===== src/rtl/alert_clamp_pkg.sv =====
// Package with offsets, field layouts and reset values of the alert and clamp status bank.
package alert_clamp_pkg;

  // ----------------------------------------------------------------
  // Register indices
  // ----------------------------------------------------------------
  localparam logic [7:0] upper_channel_limit_alerts_index = 8'h16;
  localparam logic [7:0] input_protection_flags_index     = 8'h1A;
  localparam logic [7:0] device_setup_index               = 8'h20;
  localparam logic [7:0] irq_status_index                 = 8'h40;
  localparam logic [7:0] irq_mask_index                   = 8'h41;

  // Byte address is four times the printed register index.
  localparam int unsigned word_shift = 2;
  localparam int unsigned addr_width = 10;

  // ----------------------------------------------------------------
  // Reset values and fields
  // ----------------------------------------------------------------
  localparam logic [7:0] alerts_reset     = 8'h00;
  localparam logic [7:0] clamp_reset      = 8'h00;
  localparam logic [7:0] setup_reset      = 8'h10;
  localparam logic [7:0] irq_mask_reset   = 8'h00;
  localparam int unsigned alert_mode_bit  = 7;
  localparam int unsigned first_channel   = 4;
  localparam int unsigned channel_count   = 4;
  localparam int unsigned input_count     = 8;
  localparam int unsigned result_width    = 16;
  localparam int unsigned hyst_width      = 11;

  // Interrupt status bits.
  localparam int unsigned irq_alert_bit   = 0;
  localparam int unsigned irq_clamp_bit   = 1;

  // Bus slave states.
  typedef enum logic [1:0] {
    bus_idle = 2'b01,
    bus_ack  = 2'b10
  } bus_state_t;

endpackage


===== src/rtl/conversion_if.sv =====
// Interface carrying one conversion result and its channel into the alert tracker.
`timescale 1ns/100ps
`default_nettype none
interface conversion_if;
  logic        valid;
  logic [1:0]  channel;
  logic        low_hit;
  logic        high_hit;
  logic        in_band;
  logic        detect_en;

  modport source (output valid, output channel, output low_hit, output high_hit,
                  output in_band, output detect_en);
  modport sink (input valid, input channel, input low_hit, input high_hit,
                input in_band, input detect_en);
endinterface
`default_nettype wire


===== src/rtl/alert_clamp_status_regs.sv =====
// Upper-channel alert status, clamp flags and interrupt logic behind a Wishbone slave.
//
// The Wishbone interface to the registers was decided locally.
`timescale 1ns/100ps
`default_nettype none

// Notes on behaviour
// - Alert register at 0x16 resets to zero; bit pairs per channel 7 down to 4.
// - Low alert sets when result is at or below the lower threshold.
// - High alert sets when result is at or above the upper threshold.
// - Alerts only set while detection is enabled for that channel.
// - Reading the alert register clears every alert bit.
// - With mode bit one, an in-band later conversion clears that channel's alerts.
// - Read-only clamp register at 0x1A resets to zero, bit x for input x.
// - A clamp bit reads one while that input's clamp is active.
// - Clamp bits are not latched and follow the live clamp state.
// - Mode select is setup bit 7 at 0x20, reset zero.
module alert_clamp_status_regs (
  // Clock, reset, enable
  input  wire logic        clk,
  input  wire logic        srst,
  input  wire logic        clk_en,
  // Wishbone slave
  input  wire logic        wb_cyc_i,
  input  wire logic        wb_stb_i,
  input  wire logic        wb_we_i,
  input  wire logic [9:0]  wb_adr_i,
  input  wire logic [3:0]  wb_sel_i,
  input  wire logic [31:0] wb_dat_i,
  output logic [31:0]      wb_dat_o,
  output logic             wb_ack_o,
  // Conversion results from the converter
  input  wire logic        result_valid,
  input  wire logic [2:0]  result_channel,
  input  wire logic [15:0] result_data,
  input  wire logic [63:0] low_limits,
  input  wire logic [63:0] high_limits,
  input  wire logic [43:0] band_widths,
  input  wire logic [3:0]  detect_enables,
  // Live clamp signals from the protection circuits
  input  wire logic [7:0]  clamp_active,
  // Setup and interrupt
  output logic             alert_mode,
  output logic             irq
);

  // ----------------------------------------------------------------
  // Synchronisers for the analog clamp levels
  // ----------------------------------------------------------------
  logic [7:0] clamp_meta;
  logic [7:0] overvoltage_active_bits;

  always_ff @(posedge clk) begin
    if (srst) begin
      clamp_meta              <= alert_clamp_pkg::clamp_reset;
      overvoltage_active_bits <= alert_clamp_pkg::clamp_reset;
    end else if (clk_en) begin
      clamp_meta              <= clamp_active;
      overvoltage_active_bits <= clamp_meta;
    end
  end

  // ----------------------------------------------------------------
  // Channel selection and classification
  // ----------------------------------------------------------------
  conversion_if conv ();

  logic [1:0]  sel_ch;
  logic [15:0] sel_low;
  logic [15:0] sel_high;
  logic [10:0] sel_band;

  always_comb begin
    sel_ch   = result_channel[1:0];
    sel_low  = low_limits[sel_ch*16 +: 16];
    sel_high = high_limits[sel_ch*16 +: 16];
    sel_band = band_widths[sel_ch*11 +: 11];
  end

  band_check u_band_check (
    .result     (result_data),
    .low_limit  (sel_low),
    .high_limit (sel_high),
    .band_width (sel_band),
    .low_hit    (conv.low_hit),
    .high_hit   (conv.high_hit),
    .in_band    (conv.in_band)
  );

  // Only results of channels 4 to 7 belong to this bank.
  assign conv.valid     = result_valid && result_channel[2];
  assign conv.channel   = sel_ch;
  assign conv.detect_en = detect_enables[sel_ch];

  // ----------------------------------------------------------------
  // Bus slave
  // ----------------------------------------------------------------
  alert_clamp_pkg::bus_state_t bus_state;
  logic       bus_req;
  logic       bus_write;
  logic [7:0] reg_index;
  logic       alert_read;

  assign bus_req   = wb_cyc_i && wb_stb_i && (bus_state == alert_clamp_pkg::bus_idle);
  assign bus_write = bus_req && wb_we_i && wb_sel_i[0];
  assign reg_index = 8'(wb_adr_i >> alert_clamp_pkg::word_shift);
  assign alert_read = bus_req && !wb_we_i &&
                      (reg_index == alert_clamp_pkg::upper_channel_limit_alerts_index);

  always_ff @(posedge clk) begin
    if (srst) begin
      bus_state <= alert_clamp_pkg::bus_idle;
      wb_ack_o  <= 1'b0;
    end else if (clk_en) begin
      case (bus_state)
        alert_clamp_pkg::bus_idle: begin
          if (bus_req) begin
            bus_state <= alert_clamp_pkg::bus_ack;
            wb_ack_o  <= 1'b1;
          end
        end
        alert_clamp_pkg::bus_ack: begin
          bus_state <= alert_clamp_pkg::bus_idle;
          wb_ack_o  <= 1'b0;
        end
        default: begin
          bus_state <= alert_clamp_pkg::bus_idle;
          wb_ack_o  <= 1'b0;
        end
      endcase
    end
  end

  // ----------------------------------------------------------------
  // Alert status
  // ----------------------------------------------------------------
  logic [7:0] upper_channel_limit_alerts;
  logic [7:0] next_upper_channel_limit_alerts;
  logic [7:0] alert_set;
  logic [7:0] alert_clear;
  logic [7:0] setup;

  assign alert_mode = setup[alert_clamp_pkg::alert_mode_bit];

  always_comb begin
    alert_set   = 8'h00;
    alert_clear = 8'h00;
    if (conv.valid && conv.detect_en) begin
      // Bit 2n+1 is low, bit 2n is high for channel 4+n.
      alert_set[{conv.channel, 1'b1}] = conv.low_hit;
      alert_set[{conv.channel, 1'b0}] = conv.high_hit;
    end
    if (conv.valid && alert_mode && conv.in_band) begin
      alert_clear[{conv.channel, 1'b1}] = 1'b1;
      alert_clear[{conv.channel, 1'b0}] = 1'b1;
    end
    if (alert_read) begin
      alert_clear = 8'hFF;
    end
    // A set in the same cycle as a clear wins.
    next_upper_channel_limit_alerts =
      (upper_channel_limit_alerts & ~alert_clear) | alert_set;
  end

  always_ff @(posedge clk) begin
    if (srst) begin
      upper_channel_limit_alerts <= alert_clamp_pkg::alerts_reset;
    end else if (clk_en) begin
      upper_channel_limit_alerts <= next_upper_channel_limit_alerts;
    end
  end

  // ----------------------------------------------------------------
  // Setup register
  // ----------------------------------------------------------------
  always_ff @(posedge clk) begin
    if (srst) begin
      setup <= alert_clamp_pkg::setup_reset;
    end else if (clk_en) begin
      if (bus_write && (reg_index == alert_clamp_pkg::device_setup_index)) begin
        setup <= wb_dat_i[7:0];
      end
    end
  end

  // ----------------------------------------------------------------
  // Interrupt status and mask
  // ----------------------------------------------------------------
  logic [1:0] irq_status;
  logic [1:0] irq_mask;
  logic [1:0] irq_event;
  logic [7:0] clamp_prev;
  logic [1:0] irq_w1c;

  always_comb begin
    irq_event = 2'b00;
    irq_event[alert_clamp_pkg::irq_alert_bit] = |alert_set;
    irq_event[alert_clamp_pkg::irq_clamp_bit] = |(overvoltage_active_bits & ~clamp_prev);
    irq_w1c = 2'b00;
    if (bus_write && (reg_index == alert_clamp_pkg::irq_status_index)) begin
      irq_w1c = wb_dat_i[1:0];
    end
  end

  always_ff @(posedge clk) begin
    if (srst) begin
      clamp_prev <= alert_clamp_pkg::clamp_reset;
      irq_status <= 2'b00;
      irq_mask   <= alert_clamp_pkg::irq_mask_reset[1:0];
      irq        <= 1'b0;
    end else if (clk_en) begin
      clamp_prev <= overvoltage_active_bits;
      // Events win over a write-one-to-clear in the same cycle.
      irq_status <= (irq_status & ~irq_w1c) | irq_event;
      if (bus_write && (reg_index == alert_clamp_pkg::irq_mask_index)) begin
        irq_mask <= wb_dat_i[1:0];
      end
      irq <= |(((irq_status & ~irq_w1c) | irq_event) & irq_mask);
    end
  end

  // ----------------------------------------------------------------
  // Read data
  // ----------------------------------------------------------------
  always_ff @(posedge clk) begin
    if (srst) begin
      wb_dat_o <= 32'h00000000;
    end else if (clk_en) begin
      if (bus_req && !wb_we_i) begin
        // Unmapped addresses read as zero and are still acknowledged.
        if (reg_index == alert_clamp_pkg::upper_channel_limit_alerts_index) begin
          wb_dat_o <= {24'h000000, upper_channel_limit_alerts};
        end else if (reg_index == alert_clamp_pkg::input_protection_flags_index) begin
          wb_dat_o <= {24'h000000, overvoltage_active_bits};
        end else if (reg_index == alert_clamp_pkg::device_setup_index) begin
          wb_dat_o <= {24'h000000, setup};
        end else if (reg_index == alert_clamp_pkg::irq_status_index) begin
          wb_dat_o <= {30'h0, irq_status};
        end else if (reg_index == alert_clamp_pkg::irq_mask_index) begin
          wb_dat_o <= {30'h0, irq_mask};
        end else begin
          wb_dat_o <= 32'h00000000;
        end
      end
    end
  end

endmodule
`default_nettype wire


===== src/rtl/band_check.sv =====
// Combinational classifier of one result against thresholds and hysteresis band.
`timescale 1ns/100ps
`default_nettype none
module band_check (
  // Conversion and thresholds
  input  wire logic [15:0] result,
  input  wire logic [15:0] low_limit,
  input  wire logic [15:0] high_limit,
  input  wire logic [10:0] band_width,
  // Classification
  output logic             low_hit,
  output logic             high_hit,
  output logic             in_band
);
  logic [16:0] low_release;
  logic [16:0] high_release;

  always_comb begin
    low_hit      = (result <= low_limit);
    high_hit     = (result >= high_limit);
    // Widened so that limit plus band cannot wrap at full scale.
    low_release  = {1'b0, low_limit} + {6'h00, band_width};
    high_release = {1'b0, high_limit} - {6'h00, band_width};
    // In band means the result has moved back inside both released limits.
    in_band = ({1'b0, result} > low_release) &&
              (({1'b0, result} < high_release) || high_release[16]) == 1'b1 &&
              !high_release[16];
  end
endmodule
`default_nettype wire


===== config.mk =====
export PLATFORM = sky130hd
export DESIGN_NAME = alert_clamp_status_regs
export DESIGN_NICKNAME = d
export VERILOG_FILES = /design/src/rtl/alert_clamp_pkg.sv /design/src/rtl/conversion_if.sv /design/src/rtl/alert_clamp_status_regs.sv /design/src/rtl/band_check.sv
export SDC_FILE = /design/constraint.sdc
export NUM_CORES = 1
export LEC_CHECK = 0
export BUFFER_PORTS_ARGS = -buffer_cell sky130_fd_sc_hd__clkbuf_2
export CAP_MARGIN = 20
export CORE_AREA = 2 2 180 94
export CTS_CLUSTER_SIZE = 24
export DETAILED_ROUTE_END_ITERATION = 8
export DIE_AREA = 0 0 182 96
export PLACE_DENSITY = 0.66
export SLEW_MARGIN = 20
export SYNTH_ARGS = -nofsm -noshare
export SYNTH_HDL_FRONTEND = slang
export SYNTH_SLANG_ARGS = --single-unit
export TNS_END_PERCENT = 20

===== constraint.sdc =====
create_clock -name clk -period 13.3 [get_ports clk]
set_input_delay 2.66 -clock clk [delete_from_list [all_inputs] [get_ports clk]]
set_output_delay 2.66 -clock clk [all_outputs]
set_load 0.005 [all_outputs]

==> Word level (Yosys, flattened, before mapping) <==
Cells that the tools add are included.
{ "op_classes": {"addsub": 2, "n_mul": 1, "order_cmp": 9, "eq_ne": 7, "shifts": 3, "mux": 20, "bitwise": 11, "n_reduce_logical": 27} }
{ "op_table": {"columns": ["op", "count"], "rows": [
  ["variable part select 64 x 7 -> 16 bit", 2],
  ["two-way mux 8 bit", 6],
  ["variable part select 44 x 7 -> 11 bit", 1],
  ["AND 8 bit", 3],
  ["adder 16 x 11 -> 17 bit", 1],
  ["greater-than comparator 16 x 17 -> 1 bit", 1],
  ["logical AND 1 bit", 17],
  ["< comparator 16 x 17 -> 1 bit", 1],
  ["subtractor 16 x 11 -> 17 bit", 1],
  ["== test 8 x 5 -> 1 bit, second input constant", 2],
  ["== test 8 x 7 -> 1 bit, second input constant", 2],
  [">= comparator 16 bit", 1],
  ["<= comparator 16 bit", 1],
  ["NOT 8 bit", 2],
  ["OR reduction 8 bit", 2],
  ["two-way mux 2 bit", 5],
  ["bitwise mux 8 bit", 1],
  ["== test 8 x 6 -> 1 bit, second input constant", 1],
  ["< comparator 3 x 4 -> 1 bit, second input constant", 2],
  ["OR 8 x 7 -> 8 bit", 1],
  ["OR 8 bit", 1],
  ["AND reduction 2 bit", 4],
  [">= comparator 3 x 1 -> 1 bit, second input constant", 2],
  ["multiplier 2 x 4 -> 6 bit, second input constant", 1],
  ["12 further kinds", 19]
]} }
{ "totals": {"regBits": 80, "input_bits": 256, "out_inout_bits": 35, "wordCells": 91} }

==> Longest topological paths before layout <==
{ "logic_depth": {"depth_word": 13, "mapped_depth": 23, "ltp_nobuf": 19} }

==> Modules after synthesis <==
A second synthesis with hierarchy kept.
{ "hier_totals": {"cells_unflattened": 700, "area_unflattened_um2": 6361.1} }
{ "by_module_without_submodules": {"columns": ["module", "instances", "cells_each", "area_per_inst_um2", "seq_area_each_um2"], "rows": [
  ["alert_clamp_status_regs", 1, 363, 3791.1, 1101.1],
  ["band_check", 1, 337, 2570.0, 0.0]
]} }

==> Worst setup path after synthesis <==
OpenSTA, ideal clock, no wires.
{ "synth_timing": {"path_kind": "input-to-reg", "startpoint": "input result_channel[0]", "endpoint": "register upper_channel_limit_alerts[3]", "setup_time_ns": 0.136, "arrival_time_ns": 7.994, "required_ns": 13.164, "setup_slack_ns": 5.170, "stages": 21, "n_path_buf": 4, "cell_sequence": "buf_6 buf_2 clkbuf_1 buf_2 mux4_2 ha_1 a21o_1 a21oi_1 o2111ai_1 a311oi_1 o21bai_1 a21oi_1 xnor2_1 ha_1 nand4_1 or4_1 a31o_2 a41oi_1 o311ai_4 o41ai_1 o22ai_1"} }
{ "synth_via": {"elab_chain_cells": 13, "elab_cells_between_ends": 32, "cone_classes": "add/sub (2); mul (1); order compare (6); shift (3); mux (8); bitwise (5); reduce/logical (7)"} }
{ "synth_rtl": {"columns": ["element", "line", "source"], "rows": [
  ["start: declaration", "alert_clamp_status_regs.sv:34", "input wire logic [2:0] result_channel,"],
  ["multiplier 2 x 4 -> 6 bit", "alert_clamp_status_regs.sv:77", "sel_band = band_widths[sel_ch*11 +: 11];"],
  ["variable part select 44 x 7 -> 11 bit", "alert_clamp_status_regs.sv:77", null],
  ["subtractor 16 x 11 -> 17 bit", "band_check.sv:23", "high_release = {1'b0, high_limit} - {6'h00, band_width};"],
  ["< comparator 16 x 17 -> 1 bit", "band_check.sv:26", "(({1'b0, result} < high_release) || high_release[16]) == 1'b1 &&"],
  ["logical OR 1 bit", "band_check.sv:26", null],
  ["logical AND 1 bit", "band_check.sv:25", "in_band = ({1'b0, result} > low_release) &&"],
  ["logical AND 1 bit", "band_check.sv:26", null],
  ["logical AND 1 bit", "alert_clamp_status_regs.sv:153", "if (conv.valid && alert_mode && conv.in_band) begin"],
  ["two-way mux 8 bit", "alert_clamp_status_regs.sv:153", null],
  ["two-way mux 8 bit", "alert_clamp_status_regs.sv:157", "if (alert_read) begin"],
  ["NOT 8 bit", "alert_clamp_status_regs.sv:162", "(upper_channel_limit_alerts & ~alert_clear) | alert_set;"],
  ["AND 8 bit", "alert_clamp_status_regs.sv:162", null],
  ["OR 8 bit (*)", "alert_clamp_status_regs.sv:162", null],
  ["end signal: assignment", "alert_clamp_status_regs.sv:167", "upper_channel_limit_alerts <= alert_clamp_pkg::alerts_reset;"],
  ["end signal: assignment", "alert_clamp_status_regs.sv:169", "upper_channel_limit_alerts <= next_upper_channel_limit_alerts;"],
  ["end: declaration", "alert_clamp_status_regs.sv:137", "logic [7:0] upper_channel_limit_alerts;"]
]} }
Mark *: on every way between the ends. The rest lies on a longest branch, timed or not. The select of a mux whose other input is x is not followed.
A chain may end at the register's enable or synchronous reset.

==> Worst setup path after layout <==
{ "layout_timing": {"startpoint": "input result_channel[0]", "endpoint": "register upper_channel_limit_alerts[2]"} }
Same word-level chain as after synthesis.

==> metrics.yaml <==
global_routing:
  antenna_found_initial: 0
  grtUsageTotal_pct: 22.8
  grt_pass1_vias: 5483
  overflow: 0
  grt_max_degree: 51
  grt_pass1_wl_mm: 30.3
clocking:
  cts_tree: "built"
  clk_pin_slew_ns: 0.07
  cts_buffer_depth: 2
  clkLatencyLatePin_ns: 0.31
  htreeDepth: 2
  ctsRootBufferMaster: "clkbuf_16"
  cts_hold_buf: 0
  cts_setup_buffers: 0
  numCtsBuffers: 5
  clkSinkCount: 55
  cts_resized: 0
setup_path:
  cp.required_ns: 13.46
  crit_start: "result_channel[0]"
  r2r_start: "setup[7]"
  cp-start-kind: "input port"
  worstSetupPathType: "input port to flip-flop"
  endpoint_kind: "flip-flop"
  cp.arrival_ns: 8.42
  critPathMaxFanout: 26
logic_synthesis:
  ys.warnings.count: 0
  synth_mux_area_share_pct: 20.3
  synth_top_area_share_pct: 17.7
  netlist_top_cells_area: "dfxtp_1, ha_1, mux4_2, mux2i_1, inv_1"
  ys_seq_area_share_pct: 17.7
  netlist_top_cells_count: "ha_1, inv_1, nor2_1"
  ys_seq_elements: 55
  synth_area_mm2: 0.00623
  synth_edf_count: 0
  synthXorXnorAreaFrac_pct: 3.37
  synth.most_common_cell: "ha_1"
  synth_top_family_by_area: "multiplexers"
  syn_area_per_cell_um2: 8.75
  syn_inst: 712
  synth_ff_type: "dfxtp_1"
  synth_area_leader_cell: "dfxtp_1"
  ys_types: 57
  synth-compound-area-share_pct: 17.1
  synthAdderAreaFrac_pct: 17.7
  yosys.area_share.simple_pct: 15.4
  synth-async-reset-ratio_pct: 0
job:
  max_cap_violations: 0
detailed_routing:
  vias_per_cell: 5.37
  wl_per_cell_um: 17.5
  ant_nets: 0
  vias: 6154
  drtIter0Drc: 538
  drc: 0
  routed_wl_mm: 20.0
  dr.pass1.iters: 5
layout:
  fillers: 1560
  drive_gt1_share_pct: 32.8
  final_cells: 1147
  syn_to_final_growth_pct: 23.2
  fin_nets: 1279
  num_antenna_cells: 0
die:
  die_w_um: 182
  fp-row-count: 33
  io_pins: 291
  initial_utilization_pct: 39.1
  die-area_mm2: 0.0175
  core-area_mm2: 0.0159
  die_y_um: 96
sta:
  min_period_over_period_pct: 62.1
  max_freq_mhz: 121
  fin_crit_ns: 8.26
  fin_skew_ns: 0.00622
  rsz0062_at_grt: "false"
  tns_ns: 0
  slew_viol_final: 0
  maxSlewHeadroom_pct: 30.0
  hold_viol_final: 0
  fin_ws_ns: 5.04
  finalSetupViolCount: 0
  worst_pin_slew_ns: 1.05
place:
  gp_congestion: 0.906
  dp_hpwl_mm: 17.4
  dp.cells: 1139
  post-place-ws_ns: 4.86
  placement.io_buffers: 237
pwr:
  p_per_area_mw_per_mm2: 82.3
  p_int_mw: 0.388
  swShare_pct: 38.6
  clockPowerShare_pct: 21.2
  total_power_mw: 0.632
  ir_drop_mv: 0.0476
  p_sw_mw: 0.244
  p_seq_share_pct: 27.3
  pwr-share-comb_pct: 51.5
  leakage_nw: 3.66
min_path:
  hp-class: "flip-flop to flip-flop"
  hp-start: "setup[6]"
run_status:
  status: "finished clean"
-- flip-flops by register name (all words and copies together), names as in the netlist --
signal                      count
irq_status                      2
clamp_prev                      8
clamp_meta                      8
upper_channel_limit_alerts      8
irq_mask                        2
wb_ack_o                        1
overvoltage_active_bits         8
irq                             1
bus_state                       1
setup                           8
wb_dat_o                        8
-- worst max-delay path, cell delays in order --
cell	delay [ns]
buf_4	0.37
buf_4	0.52
mux4_2	0.65
ha_1	0.34
o21ai_0	0.13
a21oi_1	0.28
a311oi_1	0.16
or2_2	0.37
nor4b_1	0.30
a311oi_1	0.14
ha_1	0.34
nand2_1	0.06
or4_1	0.57
a31o_2	0.25
a41oi_1	0.43
o311ai_4	0.23
o41ai_1	0.44
o22ai_1	0.13
-- layer usage --
metal  wire [µm]  track usage (%)  vias to the layer above  share of wire [%]
met1       11100             38.1                     2833                 55
met5           0                0                        -                  0
met2        7150             28.9                      262                 36
li1            -                -                     3054                  -
met4          27             1.08                        0               0.13
met3        1780             5.56                        5                8.9
-- power groups by stage --
stage / clock [mW] / sequential, mW / combinational (mW)
final: 0.134 / 0.172 / 0.325
after global routing: 0.145 / 0.173 / 0.366
after CTS: 0.136 / 0.172 / 0.321
after detailed placement: 0 / 0.176 / 0.319
after global placement: 0 / 0.176 / 0.314
after floorplan: 0 / 0.175 / 0.226
-- per-stage QoR --
stage | utilization, % | instance area (µm²) | hold slack (ns)
floorplan | - | 6320 | 0.432
global placement | 47.2 | 7530 | 0.441
detailed placement | 47.2 | 7530 | 0.443
CTS | 48.1 | 7670 | 0.453
global route | 48.1 | 7670 | 0.466
finish | 48.1 | 7670 | 0.452
-- layout by cell type, fill, tap and decap left out, types with 3 or more instances in the layout --
master,instances
conb_1,24
a31oi_1,3
xnor2_1,12
nor4_1,6
xor2_1,12
a21oi_1,45
o21ai_0,36
o211ai_1,9
buf_4,7
and2_1,4
a31o_2,3
inv_1,64
or3_1,5
mux4_2,44
o22ai_1,8
dfxtp_1,55
ha_1,85
clkbuf_16,5
a21o_1,12
a211oi_1,8
nor2_1,61
nand4_1,12
a311oi_1,12
o21a_1,3
a22oi_1,6
clkbuf_2,236
mux2i_1,26
nand2_1,56
nand3_1,9
nor3_1,11
and3_1,6
nor2b_1,3
o21bai_1,3
nand2b_1,8
-- cell type report --
cell class              instances  area (µm²)  share of cell area, %
clock buffers                   5         125                   1.63
clock inverters                 3        20.0                  0.261
inverters                      64         240                   3.13
multi-input cells             567        4690                   61.1
flip-flops and latches         55        1100                   14.4
well taps                     210         263                   3.42
repair buffers                243        1230                   16.1
-- logic make-up (layout without fill, tap and decap cells) --
group	after synthesis	in the layout
flops	55	55
fa+ha+maj	87	87
xor+xnor	24	24
compound gates	163	163
mux	71	71
buf+inv	113	315
other cells	1	24
simple gates	198	198
-- worst paths after layout --
path	cells after the start	slack (ns)	endpoint
min reg2reg	2	0.45	setup[6]
min	2	0.45	setup[6]
max	18	5.04	upper_channel_limit_alerts[2]
max reg2reg	7	11.04	upper_channel_limit_alerts[2]
No activity file was read; power rests on OpenSTA's default activity.
